[src/hdl/vfiu_pkg.sv]
package vfiu_pkg;
  // ----------------------------------------
  // register addresses
  // ----------------------------------------
  localparam logic [7:0] VFIU_ADDR_PTR_HI = 8'hda;
  localparam logic [7:0] VFIU_ADDR_PTR_LO = 8'hdb;
  localparam logic [7:0] VFIU_ADDR_LVL_REQ = 8'hdc;
  localparam logic [7:0] VFIU_ADDR_MASK = 8'hdd;
  localparam logic [7:0] VFIU_ADDR_MODE = 8'hde;
  localparam logic [7:0] VFIU_ADDR_PRIO = 8'hff;
  // ----------------------------------------
  // field positions and reset values
  // ----------------------------------------
  localparam int VFIU_MODE_GIE = 0;
  localparam int VFIU_MODE_FEN = 1;
  localparam int VFIU_MODE_FLV_LO = 2;
  localparam int VFIU_MODE_B7 = 7;
  localparam int VFIU_FLAG_FS = 1;
  localparam logic [7:0] VFIU_LVL_REQ_RST = 8'h00;
  localparam logic [7:0] VFIU_MODE_RST = 8'h00;
  localparam logic [7:0] VFIU_MASK_RST = 8'h00;
  // ----------------------------------------
  // sources and vectors
  // ----------------------------------------
  localparam int VFIU_NSRC = 10;
  localparam int VFIU_NLVL = 8;
  localparam logic [VFIU_NSRC-1:0] VFIU_HW_CLR = 10'h00f;
  localparam logic [7:0] VFIU_VEC_BASE = 8'he0;
  // ----------------------------------------
  // entry timing in cycles
  // ----------------------------------------
  localparam logic [3:0] VFIU_VEC_CYC = 4'ha;
  localparam logic [3:0] VFIU_FAST_CYC = 4'h6;
endpackage

[src/hdl/vfiu_src_pend.sv]
`timescale 1ns/100ps
module vfiu_src_pend
  import vfiu_pkg::*;
#(
  parameter int NSRC = VFIU_NSRC
) (
  input wire logic ref_clk,
  input wire logic sys_rst,
  input wire logic clk_en,
  input wire logic [NSRC-1:0] src_req,
  input wire logic [NSRC-1:0] sw_clr,
  input wire logic [NSRC-1:0] ack_clr,
  output logic [NSRC-1:0] pend
);
  // ----------------------------------------
  // pending bits, set beats clear
  // ----------------------------------------
  always_ff @(posedge ref_clk or posedge sys_rst) begin
    if (sys_rst) begin
      pend <= '0;
    end else if (clk_en) begin
      pend <= src_req | (pend & ~((ack_clr & VFIU_HW_CLR) |
              (sw_clr & ~VFIU_HW_CLR)));
    end
  end
endmodule // vfiu_src_pend

[src/hdl/vfiu_top.sv]
`timescale 1ns/100ps
// What this block does
// - level request bit n is 1 while level n has a request outstanding.
// - level request register is read-only, readable anytime without side effect.
// - reset clears the level request register to zero.
// - requests latch and show even while global enable is off.
// - hardware-cleared pending bits set on request, clear on acknowledge.
// - sources at vectors e0,e2,e4,e6 are hardware-cleared; others software.
// - software clears its pending bit by pulsing its sw_clr bit high before return.
// - service needs global enable, level mask, top priority, source enable.
// - acknowledge only at end of the current instruction.
// - entry clears global enable, saves pc and flags, then vectors.
// - return sets global enable; only a fast return also restores pc and flags.
// - push pc low, pc high, flags; fetch vector high, low; branch.
// - vectors are even addresses within rom 00..ff.
// - nested higher request taken once software re-enables global enable.
// - instruction pointer is a 16-bit pair at da (high), db (low).
// - fast entry about six cycles, vectored entry about ten.
// - mode bits 4..2 pick fast level, bit 1 enables fast mode.
// - fast entry swaps pointer and pc, shadows flags, sets fast status.
// - fast return swaps back, restores flags, clears fast status.
// - any level 0..7 can be chosen for fast service.
// - fast service reliable only with one source on the vector.
// - reset clears mode bits 7, 1 and 0.
// - mask bit 0 blocks its level, 1 allows it.
// - within a level the lower vector address is served first.
module vfiu_top
  import vfiu_pkg::*;
#(
  parameter int NSRC = VFIU_NSRC
) (
  input wire logic ref_clk,
  input wire logic sys_rst,
  input wire logic clk_en,
  input wire logic [NSRC-1:0] src_req,
  input wire logic [NSRC-1:0] src_en,
  input wire logic [NSRC-1:0] sw_clr,
  input wire logic reg_wr,
  input wire logic [7:0] reg_addr,
  input wire logic [7:0] reg_wdata,
  output logic [7:0] reg_rdata,
  input wire logic instr_end,
  input wire logic ret_instr,
  input wire logic en_instr,
  input wire logic dis_instr,
  input wire logic [15:0] cpu_pc,
  input wire logic [7:0] cpu_flags,
  output logic irq_pulse,
  output logic ack,
  output logic [2:0] ack_level,
  output logic stk_push,
  output logic [7:0] stk_data,
  output logic vec_rd,
  output logic [7:0] vec_addr,
  output logic pc_load,
  output logic [15:0] pc_value,
  output logic flags_load,
  output logic [7:0] flags_value,
  output logic busy
);
  // ----------------------------------------
  // source map
  // ----------------------------------------
  localparam logic [2:0] SRC_LVL [NSRC] = '{3'd0, 3'd0, 3'd1, 3'd2, 3'd2,
                                            3'd3, 3'd4, 3'd5, 3'd6, 3'd7};

  function automatic logic [7:0] vec_of(input logic [3:0] s);
    vec_of = VFIU_VEC_BASE + {3'b000, s, 1'b0};
  endfunction

  typedef enum logic [3:0] {
    VFIU_IDLE, VFIU_PUSH_L, VFIU_PUSH_H, VFIU_PUSH_F, VFIU_FETCH_H,
    VFIU_FETCH_L, VFIU_BRANCH, VFIU_FAST, VFIU_DONE
  } vfiu_state_e;

  vfiu_state_e state;
  logic [NSRC-1:0] pend;
  logic [NSRC-1:0] ack_clr;
  logic [7:0] lvl_req;
  logic [7:0] mode;
  logic [7:0] mask;
  logic [7:0] prio;
  logic [15:0] iptr;
  logic [7:0] flags_sh;
  logic fast_act;
  logic [3:0] cyc;
  logic [3:0] cur_src;
  logic [7:0] next_lvl_req;
  logic [7:0] prev_lvl_req;
  logic [3:0] win_src;
  logic win_ok;

  vfiu_src_pend #(.NSRC(NSRC)) u_pend (
    .ref_clk(ref_clk),
    .sys_rst(sys_rst),
    .clk_en(clk_en),
    .src_req(src_req),
    .sw_clr(sw_clr),
    .ack_clr(ack_clr),
    .pend(pend)
  );

  // ----------------------------------------
  // level requests and winner
  // ----------------------------------------
  always_comb begin
    next_lvl_req = '0;
    for (int i = 0; i < NSRC; i++) begin
      if (pend[i] && src_en[i]) begin
        next_lvl_req[SRC_LVL[i]] = 1'b1;
      end
    end
  end

  // lowest enabled level wins; lowest source in it first
  always_comb begin
    win_ok = 1'b0;
    win_src = '0;
    for (int i = NSRC - 1; i >= 0; i--) begin
      if (pend[i] && src_en[i] && mask[SRC_LVL[i]]) begin
        win_ok = 1'b1;
        win_src = 4'(i);
      end
    end
  end

  always_ff @(posedge ref_clk or posedge sys_rst) begin
    if (sys_rst) begin
      lvl_req <= VFIU_LVL_REQ_RST;
      prev_lvl_req <= VFIU_LVL_REQ_RST;
      irq_pulse <= 1'b0;
    end else if (clk_en) begin
      lvl_req <= next_lvl_req;
      prev_lvl_req <= lvl_req;
      irq_pulse <= |(lvl_req & ~prev_lvl_req);
    end
  end

  // ----------------------------------------
  // register file
  // ----------------------------------------
  always_ff @(posedge ref_clk or posedge sys_rst) begin
    if (sys_rst) begin
      mask <= VFIU_MASK_RST;
      prio <= '0;
      iptr <= '0;
    end else if (clk_en) begin
      if (state == VFIU_FAST && cyc == 4'h0) begin
        iptr <= cpu_pc;
      end else if (ret_instr && fast_act) begin
        iptr <= cpu_pc;
      end else if (reg_wr) begin
        unique case (reg_addr)
          VFIU_ADDR_PTR_HI: iptr[15:8] <= reg_wdata;
          VFIU_ADDR_PTR_LO: iptr[7:0] <= reg_wdata;
          VFIU_ADDR_MASK: mask <= reg_wdata;
          VFIU_ADDR_PRIO: prio <= reg_wdata;
          default: ;
        endcase
      end
    end
  end

  always_ff @(posedge ref_clk or posedge sys_rst) begin
    if (sys_rst) begin
      mode <= VFIU_MODE_RST;
    end else if (clk_en) begin
      if (state == VFIU_IDLE && instr_end && win_ok && mode[VFIU_MODE_GIE]) begin
        mode[VFIU_MODE_GIE] <= 1'b0;
      end else if (ret_instr || en_instr) begin
        mode[VFIU_MODE_GIE] <= 1'b1;
      end else if (dis_instr) begin
        mode[VFIU_MODE_GIE] <= 1'b0;
      end else if (reg_wr && reg_addr == VFIU_ADDR_MODE) begin
        mode <= reg_wdata;
      end
    end
  end

  always_ff @(posedge ref_clk or posedge sys_rst) begin
    if (sys_rst) begin
      reg_rdata <= '0;
    end else if (clk_en) begin
      unique case (reg_addr)
        VFIU_ADDR_PTR_HI: reg_rdata <= iptr[15:8];
        VFIU_ADDR_PTR_LO: reg_rdata <= iptr[7:0];
        VFIU_ADDR_LVL_REQ: reg_rdata <= lvl_req;
        VFIU_ADDR_MASK: reg_rdata <= mask;
        VFIU_ADDR_MODE: reg_rdata <= mode;
        VFIU_ADDR_PRIO: reg_rdata <= prio;
        default: reg_rdata <= '0;
      endcase
    end
  end

  // ----------------------------------------
  // entry and return sequencer
  // ----------------------------------------
  always_ff @(posedge ref_clk or posedge sys_rst) begin
    if (sys_rst) begin
      state <= VFIU_IDLE;
      cyc <= '0;
      cur_src <= '0;
      fast_act <= 1'b0;
      flags_sh <= '0;
      ack <= 1'b0;
      ack_level <= '0;
      ack_clr <= '0;
      stk_push <= 1'b0;
      stk_data <= '0;
      vec_rd <= 1'b0;
      vec_addr <= '0;
      pc_load <= 1'b0;
      pc_value <= '0;
      flags_load <= 1'b0;
      flags_value <= '0;
      busy <= 1'b0;
    end else if (clk_en) begin
      ack <= 1'b0;
      ack_clr <= '0;
      stk_push <= 1'b0;
      vec_rd <= 1'b0;
      pc_load <= 1'b0;
      flags_load <= 1'b0;
      cyc <= cyc + 4'h1;
      unique case (state)
        VFIU_IDLE: begin
          cyc <= '0;
          if (ret_instr && fast_act) begin
            pc_load <= 1'b1;
            pc_value <= iptr;
            flags_load <= 1'b1;
            flags_value <= flags_sh & ~(8'h01 << VFIU_FLAG_FS);
            fast_act <= 1'b0;
          end else if (instr_end && win_ok && mode[VFIU_MODE_GIE]) begin
            ack <= 1'b1;
            ack_level <= SRC_LVL[win_src];
            ack_clr <= NSRC'(1) << win_src;
            cur_src <= win_src;
            busy <= 1'b1;
            if (mode[VFIU_MODE_FEN] && SRC_LVL[win_src] ==
                mode[VFIU_MODE_FLV_LO +: 3]) begin
              state <= VFIU_FAST;
            end else begin
              state <= VFIU_PUSH_L;
            end
          end
        end
        VFIU_PUSH_L: begin
          stk_push <= 1'b1;
          stk_data <= cpu_pc[7:0];
          state <= VFIU_PUSH_H;
        end
        VFIU_PUSH_H: begin
          stk_push <= 1'b1;
          stk_data <= cpu_pc[15:8];
          state <= VFIU_PUSH_F;
        end
        VFIU_PUSH_F: begin
          stk_push <= 1'b1;
          stk_data <= cpu_flags;
          state <= VFIU_FETCH_H;
        end
        VFIU_FETCH_H: begin
          vec_rd <= 1'b1;
          vec_addr <= vec_of(cur_src);
          state <= VFIU_FETCH_L;
        end
        VFIU_FETCH_L: begin
          vec_rd <= 1'b1;
          vec_addr <= vec_of(cur_src) + 8'h01;
          state <= VFIU_BRANCH;
        end
        VFIU_BRANCH: begin
          pc_load <= 1'b1;
          pc_value <= {vec_of(cur_src), vec_of(cur_src) + 8'h01};
          state <= VFIU_DONE;
        end
        VFIU_FAST: begin
          if (cyc == 4'h0) begin
            pc_load <= 1'b1;
            pc_value <= iptr;
            flags_sh <= cpu_flags;
            flags_load <= 1'b1;
            flags_value <= cpu_flags | (8'h01 << VFIU_FLAG_FS);
            fast_act <= 1'b1;
          end
          if (cyc == VFIU_FAST_CYC - 4'h2) begin
            state <= VFIU_DONE;
          end
        end
        VFIU_DONE: begin
          if (cyc >= VFIU_VEC_CYC - 4'h2 || fast_act) begin
            busy <= 1'b0;
            state <= VFIU_IDLE;
          end
        end
      endcase
    end
  end

  // ----------------------------------------
  // checks
  // ----------------------------------------
  AST_RST_CLR: assert property (@(posedge ref_clk)
    $fell(sys_rst) |-> lvl_req == 8'h00) else $error("level req not cleared");
  AST_ACK_GIE: assert property (@(posedge ref_clk) disable iff (sys_rst)
    ack |-> $past(mode[VFIU_MODE_GIE]) && !mode[VFIU_MODE_GIE])
    else $error("ack without global enable");
  AST_ACK_END: assert property (@(posedge ref_clk) disable iff (sys_rst)
    ack |-> $past(instr_end)) else $error("ack mid instruction");
  AST_PUSH3: assert property (@(posedge ref_clk) disable iff (sys_rst)
    ack && state == VFIU_PUSH_L && clk_en |=> stk_push [*3])
    else $error("push sequence wrong");
  AST_VEC_EVEN: assert property (@(posedge ref_clk) disable iff (sys_rst)
    vec_rd && state == VFIU_FETCH_L |-> !vec_addr[0])
    else $error("odd vector");
  AST_FAST_FS: assert property (@(posedge ref_clk) disable iff (sys_rst)
    flags_load && state == VFIU_FAST |-> flags_value[VFIU_FLAG_FS])
    else $error("fast status not set");
  AST_RET_GIE: assert property (@(posedge ref_clk) disable iff (sys_rst)
    ret_instr && clk_en && state == VFIU_IDLE && !en_instr |=> mode[VFIU_MODE_GIE])
    else $error("return did not enable");
  AST_MASK: assert property (@(posedge ref_clk) disable iff (sys_rst)
    ack |-> mask[ack_level])
    else $error("masked level served");
  COV_VEC: cover property (@(posedge ref_clk) state == VFIU_BRANCH);
  COV_FAST: cover property (@(posedge ref_clk) state == VFIU_FAST);
  COV_FRET: cover property (@(posedge ref_clk) ret_instr && fast_act);
endmodule // vfiu_top
[config.mk]
export PLATFORM = sky130hd
export DESIGN_NAME = vfiu_top
export DESIGN_NICKNAME = d
export VERILOG_FILES = /design/src/hdl/vfiu_pkg.sv /design/src/hdl/vfiu_src_pend.sv /design/src/hdl/vfiu_top.sv
export SDC_FILE = /design/constraint.sdc
export NUM_CORES = 1
export LEC_CHECK = 0
export BUFFER_PORTS_ARGS = -buffer_cell sky130_fd_sc_hd__buf_2
export CAP_MARGIN = 10
export CORE_ASPECT_RATIO = 0.7
export CORE_MARGIN = 1.5
export CORE_UTILIZATION = 50
export DETAILED_ROUTE_END_ITERATION = 7
export GPL_TIMING_DRIVEN = 0
export PLACE_DENSITY = 0.74
export SETUP_SLACK_MARGIN = 0.02
export SYNTH_ARGS = -nofsm -noshare
export SYNTH_HDL_FRONTEND = slang
export SYNTH_SLANG_ARGS = --single-unit
[constraint.sdc]
create_clock -name ref_clk -period 4 [get_ports ref_clk]
set_input_delay 0.2 -clock ref_clk [delete_from_list [all_inputs] [get_ports ref_clk]]
set_output_delay 0.2 -clock ref_clk [all_outputs]
set_load 0.01 [all_outputs]
==> results.md, run 1 <==
* Placed wire-length estimate at 14.6 mm
* Diode count at 0
* H-tree Lvls at 4
* Post-Syn Nets at 750
* CTS buffer count at 17
* 1st-pass router iterations at 7
* Vias/cell at 5.76
* Site Rows at 35
* Util after Layout at between 60 and 70%
* Initial antenna violation count at 1
* CP Cell Sequence: inv_1 -> ha_1 -> or3b_2 -> o21ai_1 -> buf_4 -> a21o_1 -> nand2_1 -> clkbuf_1 -> nand2_1 -> o21ai_0
* Top-area cell type share of the netlist area at 52.6%
* Core footprint at between 10000 and 15000 um2
* Fraction of layout instances using a drive strength above 1 at about 29%
* MaxCap Viol Count at 0
* Remaining global-route overflow at 0
* Finished Cell Area at 8470 um2
* Yosys reg bits at approximately 150
* Relative slew margins at 33.1%
* PortBufs at 130
* Crit path launch type: flop
* Hold Path Sink: u_pend.pend[3]
* Cells taking the most area after synthesis: dfrtp_1 (53%), mux2_2 (7.3%), mux2i_1 (4.9%), nand2_1 (4.2%), o21ai_0 (4.1%)
* Synth warn at 0
* RePlAce Congestion at 0.944
* Setup crit end kind: flop
* Final WL at 19.2 mm
* Worst-path clk slew at 0.06 ns
* Max-slew violations at 0
* Chip Width at 143 um
* Iteration-0 DRC count of the detailed router at 411
* I/O pin total at around 140
* Overall Global Routing Usage at 28.0%
* Top FF cell, synth: dfrtp_1
* Syn Area/Cell at ~10 um2
* Clock sinks at 145
* Number of global-route vias before repair at 5856
* Hold Crit Class: primary input to flop
* Crit path max fanout at 10
* Final hold viol count at 0
* R2R Path End: iptr[12]
* Area Growth Syn to Fin at 22.8%
* Setup Skew at 0.0131 ns
* Fmax at 366 MHz
* Worst endpoint required time at 4.29 ns
* Initial core utilization at 51.9%
* Die H at 101 um
* Per-cell routed wire length at between 15 and 20 um
* Cell taking the most area after synthesis: dfrtp_1
* Most frequent cells in the layout: dfrtp_1 (145), buf_2 (138), nand2_1 (78), o21ai_0 (57), nor2_1 (52)
* EDFF count, synth at 0
* Crit path max-delay family: simple AND/OR/NAND/NOR gates
* Peak supply drop at roughly 350 uV
* CP dominant cell by count: nand2_1
* Pwr/cell area at about 560 nW/um2
* RSZ-0062 raised after global routing: false
* Hold depth at 2
* CP arrival at 3.02 ns
* Mapped Area at roughly 7000 um2
* R2r startpoint: cyc[0]
* Max Root-Sink Buffers at 2
* Finish-stage setup viols at 0
* Cell Area, Placed at roughly 7800 um2
* Slowest-stage cell, CP: or3b_2
* Commonest non-fill, non-tap cell in the layout: dfrtp_1
* R2R cell count at 10
* Syn Inst Count at between 600 and 700
* Tcrit/Tclk final at about 68%
* Min-delay src: src_req[3]
* Antenna Nets Post-Route at 0
* # DRC at 0
* Final TNS setup at 0 ns
* Minimum clock period at between 2 and 3 ns
* R2R setup slack at 1.27 ns
* Crit Path Class: flop to flop
* CTS tree: built
* WP buf/inv at 3
* Clk_lat worst skew at 0.43 ns
* Number of post-CTS setup repair buffers at 0
* Slew @ Worst Pin at 0.995 ns
* Sequential cell area fraction in the yosys report at 52.6%
* Largest net degree at the start of global routing at 40
* Die Outline Area at 14500 um2
* First-pass GRT wire length at 30.7 mm
* Synth async-reset ratio at 100%
* Yosys cell types at 56
* Lkg Pwr at around 4.0 nW
* CTS Root Cell: clkbuf_16
* Status: finished, final reports clean
* Routed via count at 5881
* CP max stage delay at 0.51 ns
* # nets final at between 900 and 1k
-- per-stage QoR --
| stage | cells | worst slack [ns] | hold slack (ns) | power (mW) |
|---|---|---|---|---|
| after CTS | 1021 | 1.28 | 0.00163 | 4.77 |
| after global placement | 985 | 1.17 | 0.431 | 3.07 |
| after global routing | 1021 | 1.12 | 0.00957 | 5.02 |
| final | 1021 | 1.27 | 0.00802 | 4.77 |
| after floorplan | 670 | 1.69 | 0.329 | 2.66 |
| after detailed placement | 988 | 1.32 | 0.387 | 3.13 |
-- what timing repair did --
action,CTS,global route
gates resized for setup,0,0
hold buffers,2,0
hold endpoints to repair,38,0
-- layout make-up --
type	count	area (um2)
multi-input combinational	467	3000
inverter	18	71.3
sequential	145	3630
tap	185	231
timing repair buffer	135	731
fill	1079	4840
clock buffer	17	425
buffer	40	203
clock inverter	14	180
-- report_power, final --
group | internal (mW) | switching (mW)
Sequential | 1.77 | 0.231
Combinational | 0.464 | 0.658
Clock | 0.987 | 0.653
Total | 3.23 | 1.54
-- state kept, by name, indices dropped and copies added (netlist names), 7 cells and up --
signal	flops
flags_sh	7
flags_value	8
iptr	16
lvl_req	8
mask	8
mode	8
pc_value	16
prev_lvl_req	8
prio	8
reg_rdata	8
stk_data	8
u_pend.pend	10
-- logic make-up after synthesis --
family	Yosys count	share of synthesized area, %
buffers and inverters	58	3.92
and+or+nand+nor	212	14.9
DFF	145	52.6
AOI/OAI and AO/OA	171	15.6
xor gates and xnor gates	3	0.381
muxes	79	12.3
adders and majority gates	2	0.362
-- worst reg2reg max path: cells and delay by family (launching register included) --
family                   cells  cell delay [ns]
AND/OR/NAND/NOR              3             0.79
buffers and inverters        3             0.70
AO/OA/AOI/OAI                3             0.52
flip-flops                   1             0.39
adder cells (fa/ha/maj)      1             0.19
-- per-layer routing --
layer  wire [um]  GRT usage, %  vias up
met5           0             0        -
met4         329          9.18        0
met3        1610          5.34       29
met2        8400          42.9      296
met1        8840          40.4     2842
li1            -             -     2714
-- worst max-delay path by stage --
| stage | from | end | slack [ns] | cells past startpoint |
|---|---|---|---|---|
| 6_report | cyc[0] | iptr[12] | 1.27 | 10 |
| 3_3_place_gp | sys_rst | flags_value[2] | 1.17 | 2 |
| 3_5_place_dp | cyc[0] | iptr[12] | 1.32 | 10 |
| 2_1_floorplan | cyc[0] | prio[0] | 1.69 | 8 |
| 5_1_grt | cyc[0] | iptr[12] | 1.12 | 10 |
| 4_1_cts | cyc[0] | iptr[12] | 1.28 | 10 |
-- cells in the mapped netlist, types with 6 or more instances --
cell type,number
dfrtp_1,145
nor2_1,52
inv_1,17
nand2_1,78
buf_4,6
clkbuf_1,22
a221oi_1,7
mux2i_1,34
a21o_1,6
nand3_1,25
a222oi_1,8
a22o_1,9
o21ai_0,57
buf_2,8
a21oi_1,47
nand2b_1,8
a31oi_1,9
and2_1,6
mux2_2,45
and3_1,9
No activity file was read; power rests on OpenSTA's default activity.
==> inputs of run 2 (changes only) <==
--- a/config.mk
+++ b/config.mk
@@ -9,10 +9,10 @@
 export CAP_MARGIN = 10
 export CORE_ASPECT_RATIO = 0.7
 export CORE_MARGIN = 1.5
-export CORE_UTILIZATION = 50
+export CORE_UTILIZATION = 55
 export DETAILED_ROUTE_END_ITERATION = 7
 export GPL_TIMING_DRIVEN = 0
-export PLACE_DENSITY = 0.74
+export PLACE_DENSITY = 0.78
 export SETUP_SLACK_MARGIN = 0.02
 export SYNTH_ARGS = -nofsm -noshare
 export SYNTH_HDL_FRONTEND = slang
==> constraint.sdc (replaced) <==
create_clock -name ref_clk -period 2.6 [get_ports ref_clk]
set_input_delay 0.13 -clock ref_clk [delete_from_list [all_inputs] [get_ports ref_clk]]
set_output_delay 0.13 -clock ref_clk [all_outputs]
set_load 0.01 [all_outputs]
==> run 2 against run 1 <==
Net effect: largest power group unchanged; global-route usage up 3.5 points; sequential cell count unchanged; first-iteration DRC count down 0.97%; clock skew down 0.0065 ns; count of clock-buffer cells in the layout up 1; sequential share of layout area down 1.6 points; register-to-register slack worse by 1.1 ns; utilization up 7.6 points; routed wire length up 4.5%; non-clock buffer count up 31.
==> results.md, run 2 (same netlist as run 1, synthesis figures left out) <==
* Slew @ Worst Pin at 1.01 ns (+0.0106 ns)
* Area Growth Syn to Fin at 27.4%
* Site Rows at 34 (-2.9%)
* Final hold viol count at 0 (unchanged)
* Initial antenna violation count at 0 (-1)
* Hold Crit Class: primary input to flop
* Crit path max-delay family: simple AND/OR/NAND/NOR gates
* # nets final at 935 (+3.4%)
* Finish-stage setup viols at 0 (unchanged)
* Setup Skew at 0.00655 ns (-0.00653 ns)
* Remaining global-route overflow at 0 (unchanged)
* CP max stage delay at 0.49 ns (-0.02 ns)
* Peak supply drop at 546 uV (+56%)
* Number of global-route vias before repair at 6079 (+3.8%)
* Fmax at 408 MHz (+11%)
* Fraction of layout instances using a drive strength above 1 at 28.6% (-0.26 points)
* Die Outline Area at 13200 um2 (-8.9%)
* Total power draw at 7.50 mW (+57%)
* Vias/cell at 5.99 (+4.0%)
* Final WL at 20.0 mm (+4.5%)
* First-pass GRT wire length at 31.5 mm (+2.4%)
* R2R cell count at 9 (-1)
* Diode count at 0 (unchanged)
* Per-cell routed wire length at 19.5 um (+3.6%)
* Commonest non-fill, non-tap cell in the layout: dfrtp_1
* Worst-path clk slew at 0.06 ns (about the same)
* # DRC at 0 (unchanged)
* Status: finished, final reports clean
* Largest net degree at the start of global routing at 44 (+10%)
* Crit path launch type: flop
* CTS tree: built
* 1st-pass router iterations at 5 (-2)
* Pwr/cell area at 853 nW/um2 (+52%)
* CP arrival at 2.75 ns (-0.27 ns)
* Slowest-stage cell, CP: or3b_2
* Relative slew margins at 32.4% (-0.71 points)
* Die H at 96.7 um (-4.5%)
* Lkg Pwr at 4.18 nW (+3.7%)
* Fill count at 908 (-16%)
* Fin Hold WS at 0.0108 ns (+0.00274 ns)
* Setup crit end kind: flop
* CTS buffer count at 17 (unchanged)
* Initial core utilization at 56.0% (+4.1 points)
* I/O pin total at 136 (unchanged)
* Antenna Nets Post-Route at 0 (unchanged)
* Hold depth at 3 (+1)
* Clock sinks at 145 (unchanged)
* Largest registers: iptr x16, pc_value x16, u_pend.pend x10
* Overall Global Routing Usage at 31.5% (+3.5 points)
* H-tree Lvls at 4 (unchanged)
* Minimum clock period at 2.45 ns (-0.280 ns)
* Chip Width at 137 um (-4.6%)
* Crit Path Class: flop to flop
* PortBufs at 130 (unchanged)
* Total placed cells including tap cells at 965 (-2.3%)
* Clk_lat worst skew at 0.43 ns (about the same)
* Instance count on the critical path at 9 (-1)
* Layout Cells excl Fill at 1030 (+0.88%)
* Routed via count at 6169 (+4.9%)
* Iteration-0 DRC count of the detailed router at 407 (-0.97%)
* CP Cell Sequence: inv_1 -> ha_1 -> or3b_2 -> o21ai_2 -> buf_4 -> inv_1 -> nand4_1 -> buf_4 -> mux2_2
* RePlAce Congestion at 0.921 (-2.4%)
* WP buf/inv at 4 (+1)
* Core footprint at 12300 um2 (-7.3%)
* Tcrit/Tclk final at 94.2% (+26 points)
* Placed wire-length estimate at 14.8 mm (+1.6%)
* Max-slew violations at 0 (unchanged)
* Worst endpoint required time at 2.91 ns (-1.38 ns)
* Most frequent cells in the layout: dfrtp_1 (145), buf_2 (140), nand2_1 (78), o21ai_0 (57), nor2_1 (52)
* Crit path max fanout at 10 (unchanged)
* CTS Root Cell: clkbuf_16
* MaxCap Viol Count at 0 (unchanged)
* Max Root-Sink Buffers at 2 (unchanged)
[run 2: changes by cell type in the layout (fill, tap and decap cells not counted)]
| cell | previous run | this run |
|---|---|---|
| dlygate4sd3_1 | 2 | 31 |
| o21ai_2 | 0 | 2 |
| clkinv_4 | 1 | 4 |
| buf_4 | 6 | 8 |
| o31ai_1 | 2 | 1 |
| clkbuf_1 | 22 | 21 |
| bufinv_16 | 3 | 4 |
| clkinvlp_4 | 6 | 4 |
| inv_6 | 5 | 2 |
| o21ai_1 | 2 | 0 |
| o31ai_2 | 0 | 1 |
| buf_2 | 138 | 140 |
| inv_8 | 0 | 1 |
[run 2: where the power goes]
part           switching (mW)  internal [mW]  leakage (nW)
Clock                    1.02           1.62         0.299
Combinational            1.02          0.750          2.04
Sequential              0.360           2.73          1.84
[run 2: final timing paths]
path	startpoint	to	slack, ns
max in group asynchronous	sys_rst	stk_push	1.30
worst max register to register	cyc[0]	prio[7]	0.15
worst max-delay path	cyc[0]	prio[7]	0.15
worst min-delay path	sw_clr[9]	u_pend.pend[9]	0.01
worst min register to register	vec_rd	vec_rd	0.48
min in group asynchronous	sys_rst	prev_lvl_req[5]	0.36
[run 2: worst min-delay path, cell delays in order]
cell	delay [ns]
buf_2	0.09
nand2_1	0.06
a22o_1	0.12
[run 2: layout make-up]
| type | instances | area, um2 | share of cell area (%) |
|---|---|---|---|
| inverter | 18 | 71.3 | 0.811 |
| clock buffer | 18 | 429 | 4.88 |
| sequential | 145 | 3630 | 41.3 |
| multi-input combinational | 467 | 3020 | 34.3 |
| clock inverter | 14 | 206 | 2.35 |
| tap | 162 | 203 | 2.30 |
| timing repair buffer | 166 | 1040 | 11.8 |
| buffer | 40 | 205 | 2.33 |
[run 2: timing repair]
action                     4_1_cts  5_1_grt
hold endpoints to repair        56        0
gates resized for setup          1        8
hold buffers                    31        0
gates cloned                     0        0
setup endpoints to repair       15       47
setup buffers                    0        2
pin swaps                        1        1
[run 2: metrics by stage]
step / setup slack [ns] / utilization [%] / cell area, um2 / setup TNS, ns
2_1_floorplan: 0.288 / - / 6910 / 0
3_3_place_gp: -0.160 / 62.9 / 7760 / -20.88
3_5_place_dp: -0.0105 / 63.4 / 7820 / -0.0311
4_1_cts: 0.0706 / 71.1 / 8770 / 0
5_1_grt: -0.00404 / 71.3 / 8800 / -0.00404
6_report: 0.152 / 71.3 / 8800 / 0
[run 2: metal layers]
layer,vias to the layer above,track usage [%],share of wire [%]
li1,2781,-,-
met1,3054,44.5,44
met2,295,48.0,45
met3,39,5.87,8.1
met4,0,13.0,2.5
met5,-,0,0
==> inputs of run 3 (changes only) <==
--- a/config.mk
+++ b/config.mk
@@ -5,6 +5,7 @@
 export SDC_FILE = /design/constraint.sdc
 export NUM_CORES = 1
 export LEC_CHECK = 0
+export ABC_AREA = 1
 export BUFFER_PORTS_ARGS = -buffer_cell sky130_fd_sc_hd__buf_2
 export CAP_MARGIN = 10
 export CORE_ASPECT_RATIO = 0.7
==> run 3 against run 2 <==
Net effect: highest routed layer unchanged; global-route usage up 0.30 points; via count up 5.5%; register-to-register slack better by 0.07 ns; cell count up 11%; maximum frequency up 3.0%; largest cell class unchanged; power up 6.7%; sequential share of layout area up 0.77 points; largest power group unchanged; clock power about the same; cell area down 1.8%; sequential power up 5%.
==> results.md, run 3 <==
* Status: finished, final reports clean
* Finished Cell Area at 8630 um2 (-1.8%)
* Cell Area, Placed at 7780 um2 (-0.56%)
* Core footprint at 11900 um2 (-3.3%)
* Remaining global-route overflow at 0 (unchanged)
* MaxCap Viol Count at 0 (unchanged)
* GR Util met3 at 7.62% (+1.7 points)
* Yosys cell types at 43 (-23%)
* CP Cell Sequence: inv_1 -> nor2_1 -> inv_1 -> nand2_1 -> inv_1 -> nand4_1 -> nand3_1 -> nor4_4 -> inv_2 -> nor2_1 -> nand2_1 -> o21ai_0
* Number of global-route vias before repair at 6072 (-0.12%)
* Final hold viol count at 0 (unchanged)
* Worst-path clk slew at 0.06 ns (about the same)
* Final WL at 19.7 mm (-1.9%)
* Overall Global Routing Usage at 31.8% (+0.30 points)
* EDFF count, synth at 0 (unchanged)
* Dpl ws at 0.364 ns (+0.375 ns)
* Routed via count at 6508 (+5.5%)
* Fmax at 421 MHz (+3.0%)
* Fraction of layout instances using a drive strength above 1 at 22.5% (-6.1 points)
* Per-cell routed wire length at 17.2 um (-11%)
* GRT Max-Usage Layer: met2
* Clock sinks at 145 (unchanged)
* Die H at 96.4 um (-0.30%)
* Hold Crit Class: primary input to flop
* R2r startpoint: mask[7]
* Cells taking the most area after synthesis: dfrtp_1 (53%), nand2_1 (9.1%), o21ai_0 (6.9%), inv_1 (5.0%), nor2_1 (3.9%)
* Clk_lat worst skew at 0.43 ns (about the same)
* Worst endpoint required time at 2.94 ns (+0.03 ns)
* # resized after CTS at 0 (-1)
* PortBufs at 131 (+0.77%)
* CTS Root Cell: clkbuf_16
* GRT met1 Usage at 46.8% (+2.3 points)
* Area Growth Syn to Fin at 25.9%
* Crit path max fanout at 9 (-1)
* Vias/cell at 5.71 (-4.7%)
* Sequential cell area fraction in the yosys report at 52.9% (+0.33 points)
* Syn Area/Cell at 8.63 um2 (-16%)
* Total placed cells including tap cells at 1086 (+13%)
* Crit path launch type: flop
* Met2 Use GR at 47.5% (-0.52 points)
* Initial core utilization at 57.5% (+1.5 points)
* Peak supply drop at 638 uV (+17%)
* Tcrit/Tclk final at 91.5% (-2.7 points)
* Largest registers: iptr x16, pc_value x16, u_pend.pend x10
* CP startpoint: mask[7]
* Site Rows at 33 (-2.9%)
* RePlAce Congestion at 0.913 (-0.83%)
* Hold-fix buffers, CTS at 23 (-26%)
* CP arrival at 2.72 ns (-0.03 ns)
* I/O pin total at 136 (unchanged)
* Lkg Pwr at 4.26 nW (+2.0%)
* CP max stage delay at 0.46 ns (-0.03 ns)
* Largest net degree at the start of global routing at 43 (-2.3%)
* Most frequent cells in the layout: nand2_1 (167), dfrtp_1 (145), buf_2 (139), o21ai_0 (94), inv_1 (91)
* Iteration-0 DRC count of the detailed router at 595 (+46%)
* Top-area cell type share of the netlist area at 52.9% (+0.33 points)
* Slew @ Worst Pin at 0.851 ns (-0.155 ns)
* Max Root-Sink Buffers at 2 (unchanged)
* Synth async-reset ratio at 100% (unchanged)
* # DRC at 0 (unchanged)
* Util after Layout at 72.4% (+1.1 points)
* Top FF cell, synth: dfrtp_1
* Top-count cell post-synth: nand2_1
* Setup crit end kind: flop
* Slowest-stage cell, CP: nor4_4
* Initial antenna violation count at 0 (unchanged)
* Syn Inst Count at 795 (+19%)
* Yosys reg bits at 145 (unchanged)
* Fin Hold WS at 0.000156 ns (-0.0106 ns)
* Setup Skew at 0.00734 ns (+0.000786 ns)
* CP dominant cell by count: inv_1
* First-pass GRT wire length at 31.3 mm (-0.70%)
* Commonest non-fill, non-tap cell in the layout: nand2_1
* Placed wire-length estimate at 14.4 mm (-3.0%)
* Finish-stage setup viols at 0 (unchanged)
* Post-Syn Nets at 875 (+17%)
* Layout Cells excl Fill at 1140 (+11%)
* Minimum clock period at 2.38 ns (-0.0705 ns)
* Setup ws final at 0.222 ns (+0.0705 ns)
* Mapped Area at 6860 um2 (-0.62%)
* Final TNS setup at 0 ns (unchanged)
* # nets final at 1051 (+12%)
* Min-delay src: sw_clr[7]
* Number of post-CTS setup repair buffers at 0 (unchanged)
* Antenna Nets Post-Route at 0 (unchanged)
* 1st-pass router iterations at 5 (unchanged)
* Pwr/cell area at 927 nW/um2 (+8.7%)
* CTS buffer count at 17 (unchanged)
* Total power draw at 8.00 mW (+6.7%)
* Most instantiated cells after synthesis: nand2_1 (167), dfrtp_1 (145), o21ai_0 (94), inv_1 (92), nor2_1 (71)
* Chip Width at 136 um (-0.30%)
* Cell taking the most area after synthesis: dfrtp_1
* H-tree Lvls at 4 (unchanged)
* RSZ-0062 raised after global routing: false
* Synth warn at 0 (unchanged)
* Relative slew margins at 43.3% (+11 points)
* Diode count at 0 (unchanged)
* Max-slew violations at 0 (unchanged)
* Crit Path Class: flop to flop
* Die Outline Area at 13200 um2 (-0.60%)
* CTS tree: built
==> run 3: path summary, 6_finish.rpt <==
kind / slack (ns) / to / depth (start not counted)
setup / recovery: 0.22 / ack_clr[2] / 12
hold / removal: 0.0002 / u_pend.pend[7] / 3
setup reg to reg: 0.22 / ack_clr[2] / 12
hold reg to reg: 0.48 / ack_level[0] / 2
max in group asynchronous: 1.36 / stk_data[4] / 5
min in group asynchronous: 0.35 / prev_lvl_req[3] / 3
==> run 3: logic make-up after synthesis <==
logic type / synth area share [%]
DFF: 52.9
AOI/OAI and AO/OA: 18.9
buffers and inverters: 7.77
xor gates and xnor gates: 0.255
muxes: 0.985
adders and majority gates: 0.365
and+or+nand+nor: 18.8
==> run 3: layout make-up <==
type | count | area [um2]
buffer | 28 | 149
clock buffer | 21 | 470
clock inverter | 10 | 158
fill | 901 | 3300
inverter | 102 | 388
multi-input combinational | 520 | 2700
sequential | 145 | 3630
tap | 157 | 196
timing repair buffer | 157 | 946
==> run 3: critical path, delay by kind of cell (launching register included) <==
kind                   cells  cell delay, ns
AND/OR/NAND/NOR            7            1.41
AO/OA/AOI/OAI              1            0.09
flip-flops                 1            0.38
buffers and inverters      4            0.39
==> run 3: where the power goes <==
part	total, mW	internal, mW	switching (mW)
Sequential	3.24	2.83	0.406
Clock	2.62	1.67	0.952
Combinational	2.15	0.830	1.32
Total	8.00	5.33	2.67
==> run 3: routing by layer <==
layer / routed length [um] / part of all wire [%] / vias up
li1: - / - / 3032
met1: 8930 / 45 / 3125
met2: 8550 / 43 / 325
met3: 1920 / 9.8 / 26
met4: 263 / 1.3 / 0
met5: 0 / 0 / -
